**config.mk**
```make
export PLATFORM = sky130hd
export DESIGN_NAME = dual_port_buffer_manager
export DESIGN_NICKNAME = d
export VERILOG_FILES = /design/src/shared/buffer_manager_pkg.sv /design/src/hw/dual_port_buffer_manager.sv
export VERILOG_INCLUDE_DIRS = /design/src /design/src/shared
export SDC_FILE = /design/constraint.sdc
export NUM_CORES = 1
export LEC_CHECK = 0
export BUFFER_PORTS_ARGS = -buffer_cell sky130_fd_sc_hd__buf_2
export CORE_MARGIN = 2
export CORE_UTILIZATION = 50
export DETAILED_ROUTE_END_ITERATION = 8
export PLACE_DENSITY = 0.69
export SYNTH_ARGS = -nofsm -noshare
export SYNTH_HDL_FRONTEND = slang
export SYNTH_SLANG_ARGS = --single-unit
```
**constraint.sdc**
```tcl
create_clock -name clk -period 13.3 [get_ports clk]
set_input_delay 0.665 -clock clk [delete_from_list [all_inputs] [get_ports clk]]
set_output_delay 0.665 -clock clk [all_outputs]
set_load 0.005 [all_outputs]
```
**src/shared/buffer_manager_consts.svh**
```systemverilog
// Register offsets, field positions and timing counts of the buffer manager.
// Assumes an 8-bit processor register port and one clock for all logic.
`ifndef BUFFER_MANAGER_CONSTS_SVH
`define BUFFER_MANAGER_CONSTS_SVH

`define A_HOST_LO  8'h50
`define A_HOST_HI  8'h51
`define A_HCTRL    8'h52
`define A_DMA      8'h53
`define A_BSIZE    8'h54
`define A_AMODE    8'h55
`define A_RESET    8'h59
`define A_RAP_L    8'h5A
`define A_RAP_H    8'h5B
`define A_WAP_L    8'h5C
`define A_WAP_H    8'h5D
`define A_STOP_L   8'h5E
`define A_STOP_H   8'h5F
`define A_BUFWIN   8'h70

`define HC_ARB     0
`define HC_BIE     2
`define HC_BOE     3
`define HC_BSYIN   5
`define HC_SEL     6
`define HC_BSY     7
`define DMA_WL     1
`define DMA_RL     2
`define DMA_DIR    4
`define DMA_DONE   5
`define AM_EXT     0
`define RST_ALL    0

`define BSIZE_MIN_LIM 8'h03
`define BSIZE_EXT_LIM 8'h3F
`define LOW_MASK      8'hFF
`define ZERO8         8'h00
`define ZERO16        16'h0000

`define FREE_CYCLES 3'h3
`define ARB_DELAY   3'h4

`endif

```
**src/shared/buffer_manager_pkg.sv**
```systemverilog
// Types shared by the buffer manager design and its bench.
// Assumes nothing beyond SystemVerilog enums.
package buffer_manager_pkg;

  typedef enum logic [1:0] {
    H_IDLE = 2'b00,
    H_MEM  = 2'b01,
    H_REQ  = 2'b10,
    H_ACK  = 2'b11
  } host_state_t;

  typedef enum logic [1:0] {
    MODE_MIN = 2'b00,
    MODE_EXT = 2'b01,
    MODE_MAX = 2'b10
  } addr_mode_t;

endpackage : buffer_manager_pkg

```
**src/hw/dual_port_buffer_manager.sv**
```systemverilog
// Buffer manager: register decode, buffer port arbitration, address modes,
// host handshake and SCSI arbitration timing.
// Assumes single-cycle processor strobes synchronous to clk, one access outstanding.
`include "buffer_manager_consts.svh"
module dual_port_buffer_manager (
  // Clock and reset
  input  wire logic        clk,
  input  wire logic        rst,
  // Processor register port
  input  wire logic [7:0]  cpu_addr,
  input  wire logic        cpu_rd,
  input  wire logic        cpu_wr,
  input  wire logic [7:0]  cpu_wdata,
  output logic      [7:0]  cpu_rdata,
  output logic             cpu_rvalid,
  // Buffer RAM
  output logic      [13:0] buf_addr,
  output logic             memory_select_n,
  output logic             buf_write_n,
  input  wire logic [7:0]  buf_data_in,
  output logic      [7:0]  buf_data_out,
  output logic             buf_data_oe_n,
  // Host port
  input  wire logic [15:0] host_data_in,
  output logic      [1:0]  latch_out_strobe,
  output logic             host_inbound_gate_n,
  output logic             host_outbound_gate_n,
  output logic             host_req,
  input  wire logic        host_ack,
  // Disk port
  input  wire logic        disk_byte_request_n,
  // SCSI arbitration
  input  wire logic        bsy_in,
  input  wire logic        sel_in,
  output logic             busy_out,
  output logic             select_out
);
  import buffer_manager_pkg::*;

  function automatic logic hit(input logic [7:0] a, input logic [7:0] t);
    return a == t;
  endfunction : hit

  function automatic logic [15:0] upd_ptr(input logic [15:0] p, input logic wl, input logic wh,
                                          input logic inc, input logic clr, input logic [7:0] d,
                                          input logic [15:0] mask);
    logic [15:0] r;
    r = p;
    if (clr) begin
      r = `ZERO16;
    end else if (wl) begin
      r = {p[15:8], d};
    end else if (wh) begin
      r = {d, p[7:0]};
    end else if (inc) begin
      r = (p + 16'h0001) & mask;
    end
    return r;
  endfunction : upd_ptr

  function automatic logic [13:0] pin_map(input logic [15:0] p, input addr_mode_t m, input logic host_page_latch_strobe,
                                          input logic disk_page_latch_strobe, input logic hoe_n, input logic doe_n);
    logic [13:0] r;
    r = {doe_n, hoe_n, 2'b00, p[9:0]};
    unique case (m)
      MODE_MIN: r = {doe_n, hoe_n, 2'b00, p[9:0]};
      MODE_EXT: r = p[13:0];
      MODE_MAX: r = {doe_n, hoe_n, p[11:10], disk_page_latch_strobe, host_page_latch_strobe, p[7:0]};
    endcase
    return r;
  endfunction : pin_map

  logic [7:0]  hctrl_ff, dma_ff, bsize_ff, amode_ff;
  logic [15:0] rap_ff, wap_ff, stop_ff;
  logic [7:0]  host_pg_ff, disk_pg_ff;
  logic        disk_pend_ff, cpu_pend_ff, cpu_pwr_ff, cpu_rtag_ff;
  logic [7:0]  cpu_pdata_ff;
  logic [2:0]  free_cnt_ff, arb_cnt_ff;
  logic        ok_arb_ff;
  host_state_t hst_ff, nxt_hst;

  // Address decode
  wire wr_lo    = cpu_wr && hit(cpu_addr, `A_HOST_LO);
  wire wr_hi    = cpu_wr && hit(cpu_addr, `A_HOST_HI);
  wire wr_hctrl = cpu_wr && hit(cpu_addr, `A_HCTRL);
  wire wr_dma   = cpu_wr && hit(cpu_addr, `A_DMA);
  wire wr_bsize = cpu_wr && hit(cpu_addr, `A_BSIZE);
  wire wr_amode = cpu_wr && hit(cpu_addr, `A_AMODE);
  wire wr_reset = cpu_wr && hit(cpu_addr, `A_RESET);
  wire wr_rap_l = cpu_wr && hit(cpu_addr, `A_RAP_L);
  wire wr_rap_h = cpu_wr && hit(cpu_addr, `A_RAP_H);
  wire wr_wap_l = cpu_wr && hit(cpu_addr, `A_WAP_L);
  wire wr_wap_h = cpu_wr && hit(cpu_addr, `A_WAP_H);
  wire wr_sp_l  = cpu_wr && hit(cpu_addr, `A_STOP_L);
  wire wr_sp_h  = cpu_wr && hit(cpu_addr, `A_STOP_H);
  wire win_wr   = cpu_wr && hit(cpu_addr, `A_BUFWIN);
  wire win_rd   = cpu_rd && hit(cpu_addr, `A_BUFWIN);
  wire soft_all = wr_reset && cpu_wdata[`RST_ALL];

  // Addressing mode
  wire        dir      = dma_ff[`DMA_DIR];
  wire        ext      = amode_ff[`AM_EXT];
  wire        max_mode = ext ? (bsize_ff > `BSIZE_EXT_LIM) : (bsize_ff > `BSIZE_MIN_LIM);
  wire addr_mode_t mode = max_mode ? MODE_MAX : (ext ? MODE_EXT : MODE_MIN);
  wire [15:0] size_mask = {bsize_ff, `LOW_MASK};

  // Host uses the read pointer on disk reads, the disk port the other one
  wire [15:0] host_ptr = dir ? rap_ff : wap_ff;
  wire [15:0] disk_ptr = dir ? wap_ff : rap_ff;
  wire [15:0] win_ptr  = dir ? wap_ff : rap_ff;

  // In max mode, page latches are reloaded whenever a pointer upper byte differs from them
  wire hp_pend = max_mode && (host_ptr[15:8] != host_pg_ff);
  wire dp_pend = max_mode && (disk_ptr[15:8] != disk_pg_ff);

  // Buffer cycle arbitration
  wire disk_cyc    = disk_pend_ff;
  wire strobe_cyc  = !disk_cyc && (hp_pend || dp_pend);
  wire strobe_host = strobe_cyc && hp_pend;
  wire strobe_disk = strobe_cyc && !hp_pend;
  wire cpu_cyc     = !disk_cyc && !strobe_cyc && cpu_pend_ff;
  wire host_cyc    = !disk_cyc && !strobe_cyc && !cpu_pend_ff && (hst_ff == H_MEM);

  wire [15:0] cyc_ptr = disk_cyc    ? disk_ptr :
                        cpu_cyc     ? win_ptr :
                        host_cyc    ? host_ptr :
                        strobe_host ? {`ZERO8, host_ptr[15:8]} : {`ZERO8, disk_ptr[15:8]};
  wire [13:0] nxt_pins = pin_map(cyc_ptr, mode, strobe_host, strobe_disk,
                                 !host_cyc, !(disk_cyc || cpu_cyc));
  wire nxt_ms_n = !(disk_cyc || cpu_cyc || host_cyc);
  wire nxt_we_n = !((disk_cyc && dir) || (cpu_cyc && cpu_pwr_ff) || (host_cyc && !dir));
  wire cpu_drive = cpu_cyc && cpu_pwr_ff;

  // Host handshake
  wire dma_active  = dir ? dma_ff[`DMA_RL] : dma_ff[`DMA_WL];
  wire ptr_at_stop = (host_ptr & size_mask) == (stop_ff & size_mask);
  wire done_set    = dma_active && ptr_at_stop && (hst_ff == H_IDLE);
  wire host_inc    = dir ? ((hst_ff == H_REQ) && host_ack) : host_cyc;
  wire inc_rap     = (disk_cyc && !dir) || (host_inc && dir);
  wire inc_wap     = (disk_cyc && dir) || (host_inc && !dir);
  wire dma_in      = !dir && ((nxt_hst == H_REQ) || (nxt_hst == H_MEM));
  wire dma_out     = dir && (nxt_hst == H_REQ);

  always_comb begin
    nxt_hst = hst_ff;
    unique case (hst_ff)
      H_IDLE: begin
        if (dma_active && !ptr_at_stop) begin
          nxt_hst = dir ? H_MEM : H_REQ;
        end
      end
      H_MEM: begin
        if (host_cyc) begin
          nxt_hst = dir ? H_REQ : H_ACK;
        end
      end
      H_REQ: begin
        if (host_ack) begin
          nxt_hst = dir ? H_ACK : H_MEM;
        end
      end
      H_ACK: begin
        if (!host_ack) begin
          nxt_hst = H_IDLE;
        end
      end
    endcase
  end

  // SCSI bus free search and arbitration delay
  wire bus_idle    = !bsy_in && !sel_in;
  wire bus_free    = free_cnt_ff == `FREE_CYCLES;
  wire arbitrating = ok_arb_ff && (arb_cnt_ff == `ARB_DELAY);
  wire [2:0] nxt_free = !bus_idle ? 3'h0 : (bus_free ? free_cnt_ff : free_cnt_ff + 3'h1);
  wire [2:0] nxt_arb  = !ok_arb_ff ? 3'h0 : (arbitrating ? arb_cnt_ff : arb_cnt_ff + 3'h1);
  // Request survives a busy bus and lost arbitration; setting select retires it
  wire [7:0] nxt_hctrl = wr_hctrl ? (cpu_wdata[`HC_SEL] ? (cpu_wdata & 8'hFE) : cpu_wdata) : hctrl_ff;

  // Register read mux
  wire [7:0] rd_mux =
    hit(cpu_addr, `A_HOST_LO) ? (hctrl_ff[`HC_BIE] ? host_data_in[7:0] : `ZERO8) :
    hit(cpu_addr, `A_HOST_HI) ? (hctrl_ff[`HC_BIE] ? host_data_in[15:8] : `ZERO8) :
    hit(cpu_addr, `A_HCTRL)   ? {hctrl_ff[7:6], bsy_in, hctrl_ff[4:1], arbitrating} :
    hit(cpu_addr, `A_DMA)     ? dma_ff :
    hit(cpu_addr, `A_BSIZE)   ? bsize_ff :
    hit(cpu_addr, `A_AMODE)   ? amode_ff :
    hit(cpu_addr, `A_RAP_L)   ? rap_ff[7:0] :
    hit(cpu_addr, `A_RAP_H)   ? rap_ff[15:8] :
    hit(cpu_addr, `A_WAP_L)   ? wap_ff[7:0] :
    hit(cpu_addr, `A_WAP_H)   ? wap_ff[15:8] :
    hit(cpu_addr, `A_STOP_L)  ? stop_ff[7:0] :
    hit(cpu_addr, `A_STOP_H)  ? stop_ff[15:8] : `ZERO8;

  wire [7:0] nxt_dma = done_set ? (dma_ff | 8'h20) : (wr_dma ? cpu_wdata : dma_ff);

  // Control registers
  always_ff @(posedge clk or posedge rst) begin
    if (rst) begin
      hctrl_ff <= `ZERO8;
      dma_ff   <= `ZERO8;
      bsize_ff <= `ZERO8;
      amode_ff <= `ZERO8;
    end else if (soft_all) begin
      hctrl_ff <= `ZERO8;
      dma_ff   <= `ZERO8;
      bsize_ff <= `ZERO8;
      amode_ff <= `ZERO8;
    end else begin
      hctrl_ff <= nxt_hctrl;
      dma_ff   <= nxt_dma;
      bsize_ff <= wr_bsize ? cpu_wdata : bsize_ff;
      amode_ff <= wr_amode ? cpu_wdata : amode_ff;
    end
  end

  // Pointers; processor writes win over increments
  always_ff @(posedge clk or posedge rst) begin
    if (rst) begin
      rap_ff  <= `ZERO16;
      wap_ff  <= `ZERO16;
      stop_ff <= `ZERO16;
    end else begin
      rap_ff  <= upd_ptr(rap_ff, wr_rap_l, wr_rap_h, inc_rap, wr_reset, cpu_wdata, size_mask);
      wap_ff  <= upd_ptr(wap_ff, wr_wap_l, wr_wap_h, inc_wap, wr_reset, cpu_wdata, size_mask);
      stop_ff <= upd_ptr(stop_ff, wr_sp_l, wr_sp_h, 1'b0, wr_reset, cpu_wdata, size_mask);
    end
  end

  // Page latch shadows, disk sample, window request, handshake, arbitration
  always_ff @(posedge clk or posedge rst) begin
    if (rst) begin
      host_pg_ff   <= `ZERO8;
      disk_pg_ff   <= `ZERO8;
      disk_pend_ff <= 1'b0;
      cpu_pend_ff  <= 1'b0;
      cpu_pwr_ff   <= 1'b0;
      cpu_pdata_ff <= `ZERO8;
      cpu_rtag_ff  <= 1'b0;
      hst_ff       <= H_IDLE;
      free_cnt_ff  <= 3'h0;
      arb_cnt_ff   <= 3'h0;
      ok_arb_ff    <= 1'b0;
    end else begin
      host_pg_ff   <= strobe_host ? host_ptr[15:8] : host_pg_ff;
      disk_pg_ff   <= strobe_disk ? disk_ptr[15:8] : disk_pg_ff;
      disk_pend_ff <= !disk_byte_request_n;
      cpu_pend_ff  <= win_rd || win_wr || (cpu_pend_ff && !cpu_cyc);
      cpu_pwr_ff   <= (win_rd || win_wr) ? win_wr : cpu_pwr_ff;
      cpu_pdata_ff <= win_wr ? cpu_wdata : cpu_pdata_ff;
      cpu_rtag_ff  <= cpu_cyc && !cpu_pwr_ff;
      hst_ff       <= nxt_hst;
      free_cnt_ff  <= nxt_free;
      arb_cnt_ff   <= nxt_arb;
      ok_arb_ff    <= !sel_in && (ok_arb_ff || (bus_free && hctrl_ff[`HC_ARB]));
    end
  end

  // Registered outputs
  always_ff @(posedge clk or posedge rst) begin
    if (rst) begin
      buf_addr             <= 14'h3000;
      memory_select_n      <= 1'b1;
      buf_write_n          <= 1'b1;
      buf_data_out         <= `ZERO8;
      buf_data_oe_n        <= 1'b1;
      latch_out_strobe     <= 2'b00;
      host_inbound_gate_n  <= 1'b1;
      host_outbound_gate_n <= 1'b1;
      host_req             <= 1'b0;
      busy_out             <= 1'b0;
      select_out           <= 1'b0;
      cpu_rdata            <= `ZERO8;
      cpu_rvalid           <= 1'b0;
    end else begin
      buf_addr             <= nxt_pins;
      memory_select_n      <= nxt_ms_n;
      buf_write_n          <= nxt_we_n;
      buf_data_out         <= cpu_drive ? cpu_pdata_ff : cpu_wdata;
      buf_data_oe_n        <= !(cpu_drive || wr_lo || wr_hi);
      latch_out_strobe     <= {wr_hi, wr_lo || (host_cyc && dir)};
      host_inbound_gate_n  <= !(nxt_hctrl[`HC_BIE] || dma_in);
      host_outbound_gate_n <= !(nxt_hctrl[`HC_BOE] || dma_out || arbitrating);
      host_req             <= nxt_hst == H_REQ;
      busy_out             <= nxt_hctrl[`HC_BSY] || arbitrating;
      select_out           <= nxt_hctrl[`HC_SEL];
      cpu_rdata            <= cpu_rtag_ff ? buf_data_in : rd_mux;
      cpu_rvalid           <= cpu_rtag_ff || (cpu_rd && !win_rd);
    end
  end

endmodule : dual_port_buffer_manager

```
==> results of run 1 <==
[cells in the mapped netlist, types with 5 or more instances]
cell type | n | area share
dfrtp_1 | 150 | 0.40
nand2_1 | 139 | 0.056
o21ai_0 | 83 | 0.045
nor2_1 | 72 | 0.029
a21oi_1 | 70 | 0.038
clkbuf_1 | 59 | 0.024
mux2i_1 | 49 | 0.053
nand3_1 | 41 | 0.022
xnor2_1 | 41 | 0.039
inv_1 | 27 | 0.011
mux2_2 | 23 | 0.028
and3_1 | 19 | 0.013
nor3_1 | 17 | 0.0091
a22oi_1 | 13 | 0.010
nand4_1 | 13 | 0.0087
xor2_1 | 12 | 0.011
and2_1 | 10 | 0.0067
o211ai_1 | 10 | 0.0081
a22o_1 | 9 | 0.0085
a31oi_1 | 8 | 0.0054
nor4_1 | 8 | 0.0054
o31ai_1 | 8 | 0.0064
or3_1 | 8 | 0.0054
a221oi_1 | 7 | 0.0066
dfstp_2 | 7 | 0.020
ha_1 | 7 | 0.0094
o32ai_1 | 7 | 0.0066
buf_2 | 6 | 0.0032
a32oi_1 | 5 | 0.0047
mux2_1 | 5 | 0.0060
nor2b_1 | 5 | 0.0034
o221a_2 | 5 | 0.0060
[report_power, final]
group	switching [mW]	internal [mW]
clock network	0.215	0.324
registers	0.0971	0.544
logic	0.172	0.138
[area by class of cell]
type,count,share of cell area
well taps,229,0.02725
inverters,29,0.01083
repair buffers,100,0.05045
clock inverters,14,0.01951
multi-input cells,782,0.4756
flip-flops and latches,157,0.3746
clock buffers,18,0.04177
[stage by stage]
step           utilization  area [um2]
5_1_grt             0.5794       10520
2_1_floorplan            -        9316
6_report            0.5794       10520
4_1_cts             0.5794       10520
3_5_place_dp        0.5439        9871
3_3_place_gp        0.5439        9871
[worst max path at each step]
stage	end
floorplan	amode_ff[0]
finish	host_inbound_gate_n
global placement	host_outbound_gate_n
global route	host_outbound_gate_n
CTS	host_inbound_gate_n
detailed placement	host_inbound_gate_n
[layer usage]
layer / vias to the layer above / share of wire / GRT usage
met4: 0 / 0.044 / 0.1495
met3: 112 / 0.11 / 0.09333
met5: - / 0 / 0
li1: 3852 / - / -
met2: 504 / 0.43 / 0.4654
met1: 4174 / 0.41 / 0.4586
[kinds of logic after synthesis]
family,count (synthesis),share of synthesized area
AOI/OAI and AO/OA,283,0.2008
DFF,157,0.4226
adders and majority gates,7,0.009401
buffers and inverters,98,0.04190
muxes,78,0.08797
xor gates and xnor gates,54,0.05278
and+or+nand+nor,360,0.1845
[worst max-delay path, delay by kind of cell (launching register included)]
kind / cells / cell delay (ps)
compound gates: 3 / 1350
simple gates: 2 / 760
buf+inv: 1 / 510
flops: 1 / 490
mux: 1 / 410
fa+ha+maj: 1 / 230
xor+xnor: 1 / 120
[sequential cells by signal, summed over array words and instances (netlist names), 14 cells and up]
signal    flops
buf_addr     14
stop_ff      16
wap_ff       16
rap_ff       16
==> metrics.cfg, run 1 <==
[outcome]
status=complete, no violations

[setup_path]
worstPathCellList=buf_4, mux2i_1, xnor2_1, nor4_2, nand4_2, a21oi_1, o31a_1, ha_1, o21a_1
startpoint_type=register
r2r-end=host_inbound_gate_n
r2r_start=dma_ff[4]
slowest_delay_ps=950
end_kind=register
r2r_cells=9
r2r_slack_ps=9340
critPathKind=register to register
required_ps=13670
path_max_fanout=32
critical_path_arrival_ps=4330
startpoint=dma_ff[4]
crit_slowest_cell=a21oi_1

[detailed_routing]
wire_per_inst_um=23.72
drt_iter0_markers=1037
num_vias=8642
drt-total-wl_mm=31.53
drtPass1Iterations=6
drc=0
ant_nets=0
viasPerCell=6.503

[finish]
fin_nets=1142
drive_above_1_share=0.1736
n_fill_cell=1650
layout_common_cells=dfrtp_1 (149), nand2_1 (139), buf_2 (88)
areaGrowthSynthToFinish_pct=12.87
multi_input_area_um2=5001
final_common_cell=dfrtp_1
fin_cells=1329
final-seq-area_um2=3939
n_antenna_cell=0

[sta]
hold_viol=0
post-route-min-period_ps=3955
finalMaxSlewViolations=0
max_slew.worst_pin.slew_ps=1101
fmax_ghz=0.2528
holdWs_ps=329.9
max-slew-margin-rel=0.2661
setup_tns_ps=0
setup_viol=0
finalCritPeriodShare=0.2974
rsz0062_at_grt=false
clock_skew_ps=16.03
fin_ws_ps=9345

[placement]
dp_hpwl_mm=21.74
place.gp.congestion=1.010
io_buffers=88
placed_cells=1297
place_ws_ps=9479

[die]
core-area_um2=18150
initial_core_util=0.5134
die_w_um=140.5
die-area_um2=19740
die_h_um=140.5
ios=89
core.rowCount=49

[grt]
grt.total_usage=0.3257
grt_max_degree=85
grt_pass1_vias=8144
antenna_found_initial=1
grt_first_pass_wirelength_mm=48.74
grt-ovfl-total=0

[power_and_ir_drop]
ir_worst_vdd_v=0.00008412
powerDensity_nw_per_um2=141.7
p_leak_nw=4.623
power_mw=1.490

[logic_synthesis]
ys.flop_type=dfrtp_1
seq_area_frac_synth=0.4226
synth_cells=1037
ys_seq_elements=157
synth_edf_count=0
ys_warn_count=0
syn_area_per_cell_um2=8.984
async_flop_share=1.000
syn_nets=1092
syn_area_um2=9316
synthDistinctLibCells=80

[clocking]
clk_path_buf_depth=2
cts_buffers=17
cts.clk_slew.worst_paths_ps=70
cts_sinks=157
cts.htree.levels=4
cts_root_buf=clkbuf_16
cts.repair.resized=0
cts_setup_buffers=0
ctsHoldBuffers=0
clkLatencyLatePin_ps=450
cts_tree=yes

[min_path]
hp-class=primary input to async pin

[run]
drv_cap=0

(Power assumes the default switching activity.)
==> run 2, diff against run 1 <==
--- a/config.mk
+++ b/config.mk
@@ -10,7 +10,7 @@
 export CORE_MARGIN = 2
 export CORE_UTILIZATION = 50
 export DETAILED_ROUTE_END_ITERATION = 8
-export PLACE_DENSITY = 0.69
+export PLACE_DENSITY = 0.72
 export SYNTH_ARGS = -nofsm -noshare
 export SYNTH_HDL_FRONTEND = slang
 export SYNTH_SLANG_ARGS = --single-unit
==> constraint.sdc (replaced) <==
create_clock -name clk -period 3.35 [get_ports clk]
set_input_delay 0.1675 -clock clk [delete_from_list [all_inputs] [get_ports clk]]
set_output_delay 0.1675 -clock clk [all_outputs]
set_load 0.005 [all_outputs]
==> run 2 against run 1 <==
Net effect: core utilization increased by 2.9 points; non-clock buffer count rose by 68; via count rose by 3.7%; count of clock-buffer cells in the layout fell by 1; sequential power rose to 3.8 times the previous value; sequential share of layout area shrank 1.8 points; total power grew to 3.9 times the previous value; critical path type unchanged; largest cell class unchanged; largest power group unchanged.
==> metrics.cfg, run 2 (same netlist as run 1, synthesis figures left out) <==
[setup_path]
slowest_delay_ps=910
worstPathCellList=nor4_1, o21ai_1, nand2_1, a21o_2, xor2_4, buf_4, mux2i_1, o221ai_1
r2r_start=bsize_ff[5]
end_kind=register
path_max_fanout=9
startpoint_type=register
r2r_slack_ps=110
critPathKind=register to register
critical_path_arrival_ps=3520
crit_slowest_cell=nor4_1
r2r-end=buf_addr[2]
r2r_cells=8
required_ps=3620

[sta]
fin_ws_ps=106.9
finalMaxSlewViolations=0
fmax_ghz=0.3083
rsz0062_at_grt=false
finalCritPeriodShare=0.9681
max_slew.worst_pin.slew_ps=1071
max-slew-margin-rel=0.2794
setup_tns_ps=0
holdWs_ps=19.34
clock_skew_ps=8.828
post-route-min-period_ps=3243
hold_viol=0
setup_viol=0

[grt]
grt-ovfl-total=0
grt.total_usage=0.3283
grt_pass1_vias=8612
grt_max_degree=62
grt_first_pass_wirelength_mm=49.69
antenna_found_initial=0

[placement]
placed_cells=1352
place_ws_ps=186.9
dp_hpwl_mm=23.42
place.gp.congestion=1.078
io_buffers=88

[die]
ios=89
core.rowCount=49
die-area_um2=19740
die_h_um=140.5
die_w_um=140.5
core-area_um2=18150
initial_core_util=0.5134

[min_path]
hold_end=hst_ff[0]
worstHoldPathCells=3
worstHoldStart=host_ack
hp-class=primary input to register

[finish]
fin_cells=1397
fin_util=0.6089
final_common_cell=dfrtp_1
drive_above_1_share=0.2106
fin_nets=1210
layout_common_cells=dfrtp_1 (149), nand2_1 (139), buf_2 (88)
areaGrowthSynthToFinish_pct=18.60
multi_input_area_um2=5001
final-seq-area_um2=3941
largestRegisters=rap_ff x16, stop_ff x16, wap_ff x16
n_antenna_cell=0
n_fill_cell=1565

[clocking]
cts.clk_slew.worst_paths_ps=70
clk_path_buf_depth=2
clkLatencyLatePin_ps=440
cts_sinks=157
cts.htree.levels=4
cts_tree=yes
cts_root_buf=clkbuf_16
cts_setup_buffers=0
cts_buffers=17

[detailed_routing]
ant_nets=0
viasPerCell=6.415
drtPass1Iterations=5
wire_per_inst_um=22.87
num_vias=8962
drt-total-wl_mm=31.95
drc=0
drt_iter0_markers=1209

[power_and_ir_drop]
ir_worst_vdd_v=0.0003665
powerDensity_nw_per_um2=530.7
p_leak_nw=4.926

[outcome]
status=complete, no violations

[run]
drv_cap=0

==> run 2: cell count changes in the layout (fill, tap and decap cells not counted), moves of 3 or more <==
| cell | delta |
|---|---|
| bufinv_16 | -3 |
| buf_4 | +52 |
| dlygate4sd3_1 | +13 |
| buf_12 | +3 |
| inv_8 | +4 |
| clkinvlp_4 | +4 |
==> run 2: worst max-delay path by stage <==
stage / startpoint / end / slack [ps] / cells after the start
6_report: bsize_ff[5] / buf_addr[2] / 110 / 8
3_3_place_gp: dma_ff[4] / host_inbound_gate_n / 220 / 10
4_1_cts: dma_ff[4] / host_inbound_gate_n / 190 / 10
2_1_floorplan: dma_ff[4] / host_inbound_gate_n / 500 / 11
3_5_place_dp: dma_ff[4] / host_inbound_gate_n / 190 / 10
5_1_grt: bsize_ff[5] / buf_addr[2] / 50 / 8
==> run 2: cell type report <==
cell class | count | area share
inverters | 29 | 0.01019
well taps | 229 | 0.02593
clock buffers | 17 | 0.03850
clock inverters | 15 | 0.01551
repair buffers | 168 | 0.1006
flip-flops and latches | 157 | 0.3567
multi-input cells | 782 | 0.4526
==> run 2: routing by layer <==
layer / vias to the layer above / GRT usage / share of wire
li1: 3991 / - / -
met1: 4363 / 0.4347 / 0.40
met2: 506 / 0.5106 / 0.45
met3: 102 / 0.08274 / 0.10
met4: 0 / 0.1500 / 0.048
met5: - / 0 / 0
==> run 2: power breakdown <==
group | internal [mW] | switching (mW) | leakage [nW] | total (mW)
registers | 2.16 | 0.270 | 2.07 | 2.43
logic | 0.647 | 0.818 | 2.57 | 1.46
clock network | 1.07 | 0.902 | 0.285 | 1.97
total | 3.87 | 1.99 | 4.93 | 5.86
==> run 2: critical path, delay by kind of cell, from the launching register on <==
kind | cells | cell delay [ps]
DFF | 1 | 380
and+or+nand+nor | 2 | 1180
AOI/OAI and AO/OA | 3 | 890
muxes | 1 | 210
buffers and inverters | 1 | 190
xor gates and xnor gates | 1 | 220
==> run 2: repair_timing <==
item	in CTS	in global routing
setup endpoints to repair	0	2
gates resized for setup	0	1
endpoints found under the hold margin	47	0
hold buffers	13	0
==> run 2: through the flow <==
stage | power (mW) | instance area, um2
finish | 5.864 | 11050
global route | 6.101 | 11050
CTS | 5.849 | 11050
detailed placement | 3.869 | 10320
global placement | 3.843 | 10320
floorplan | 3.283 | 9320
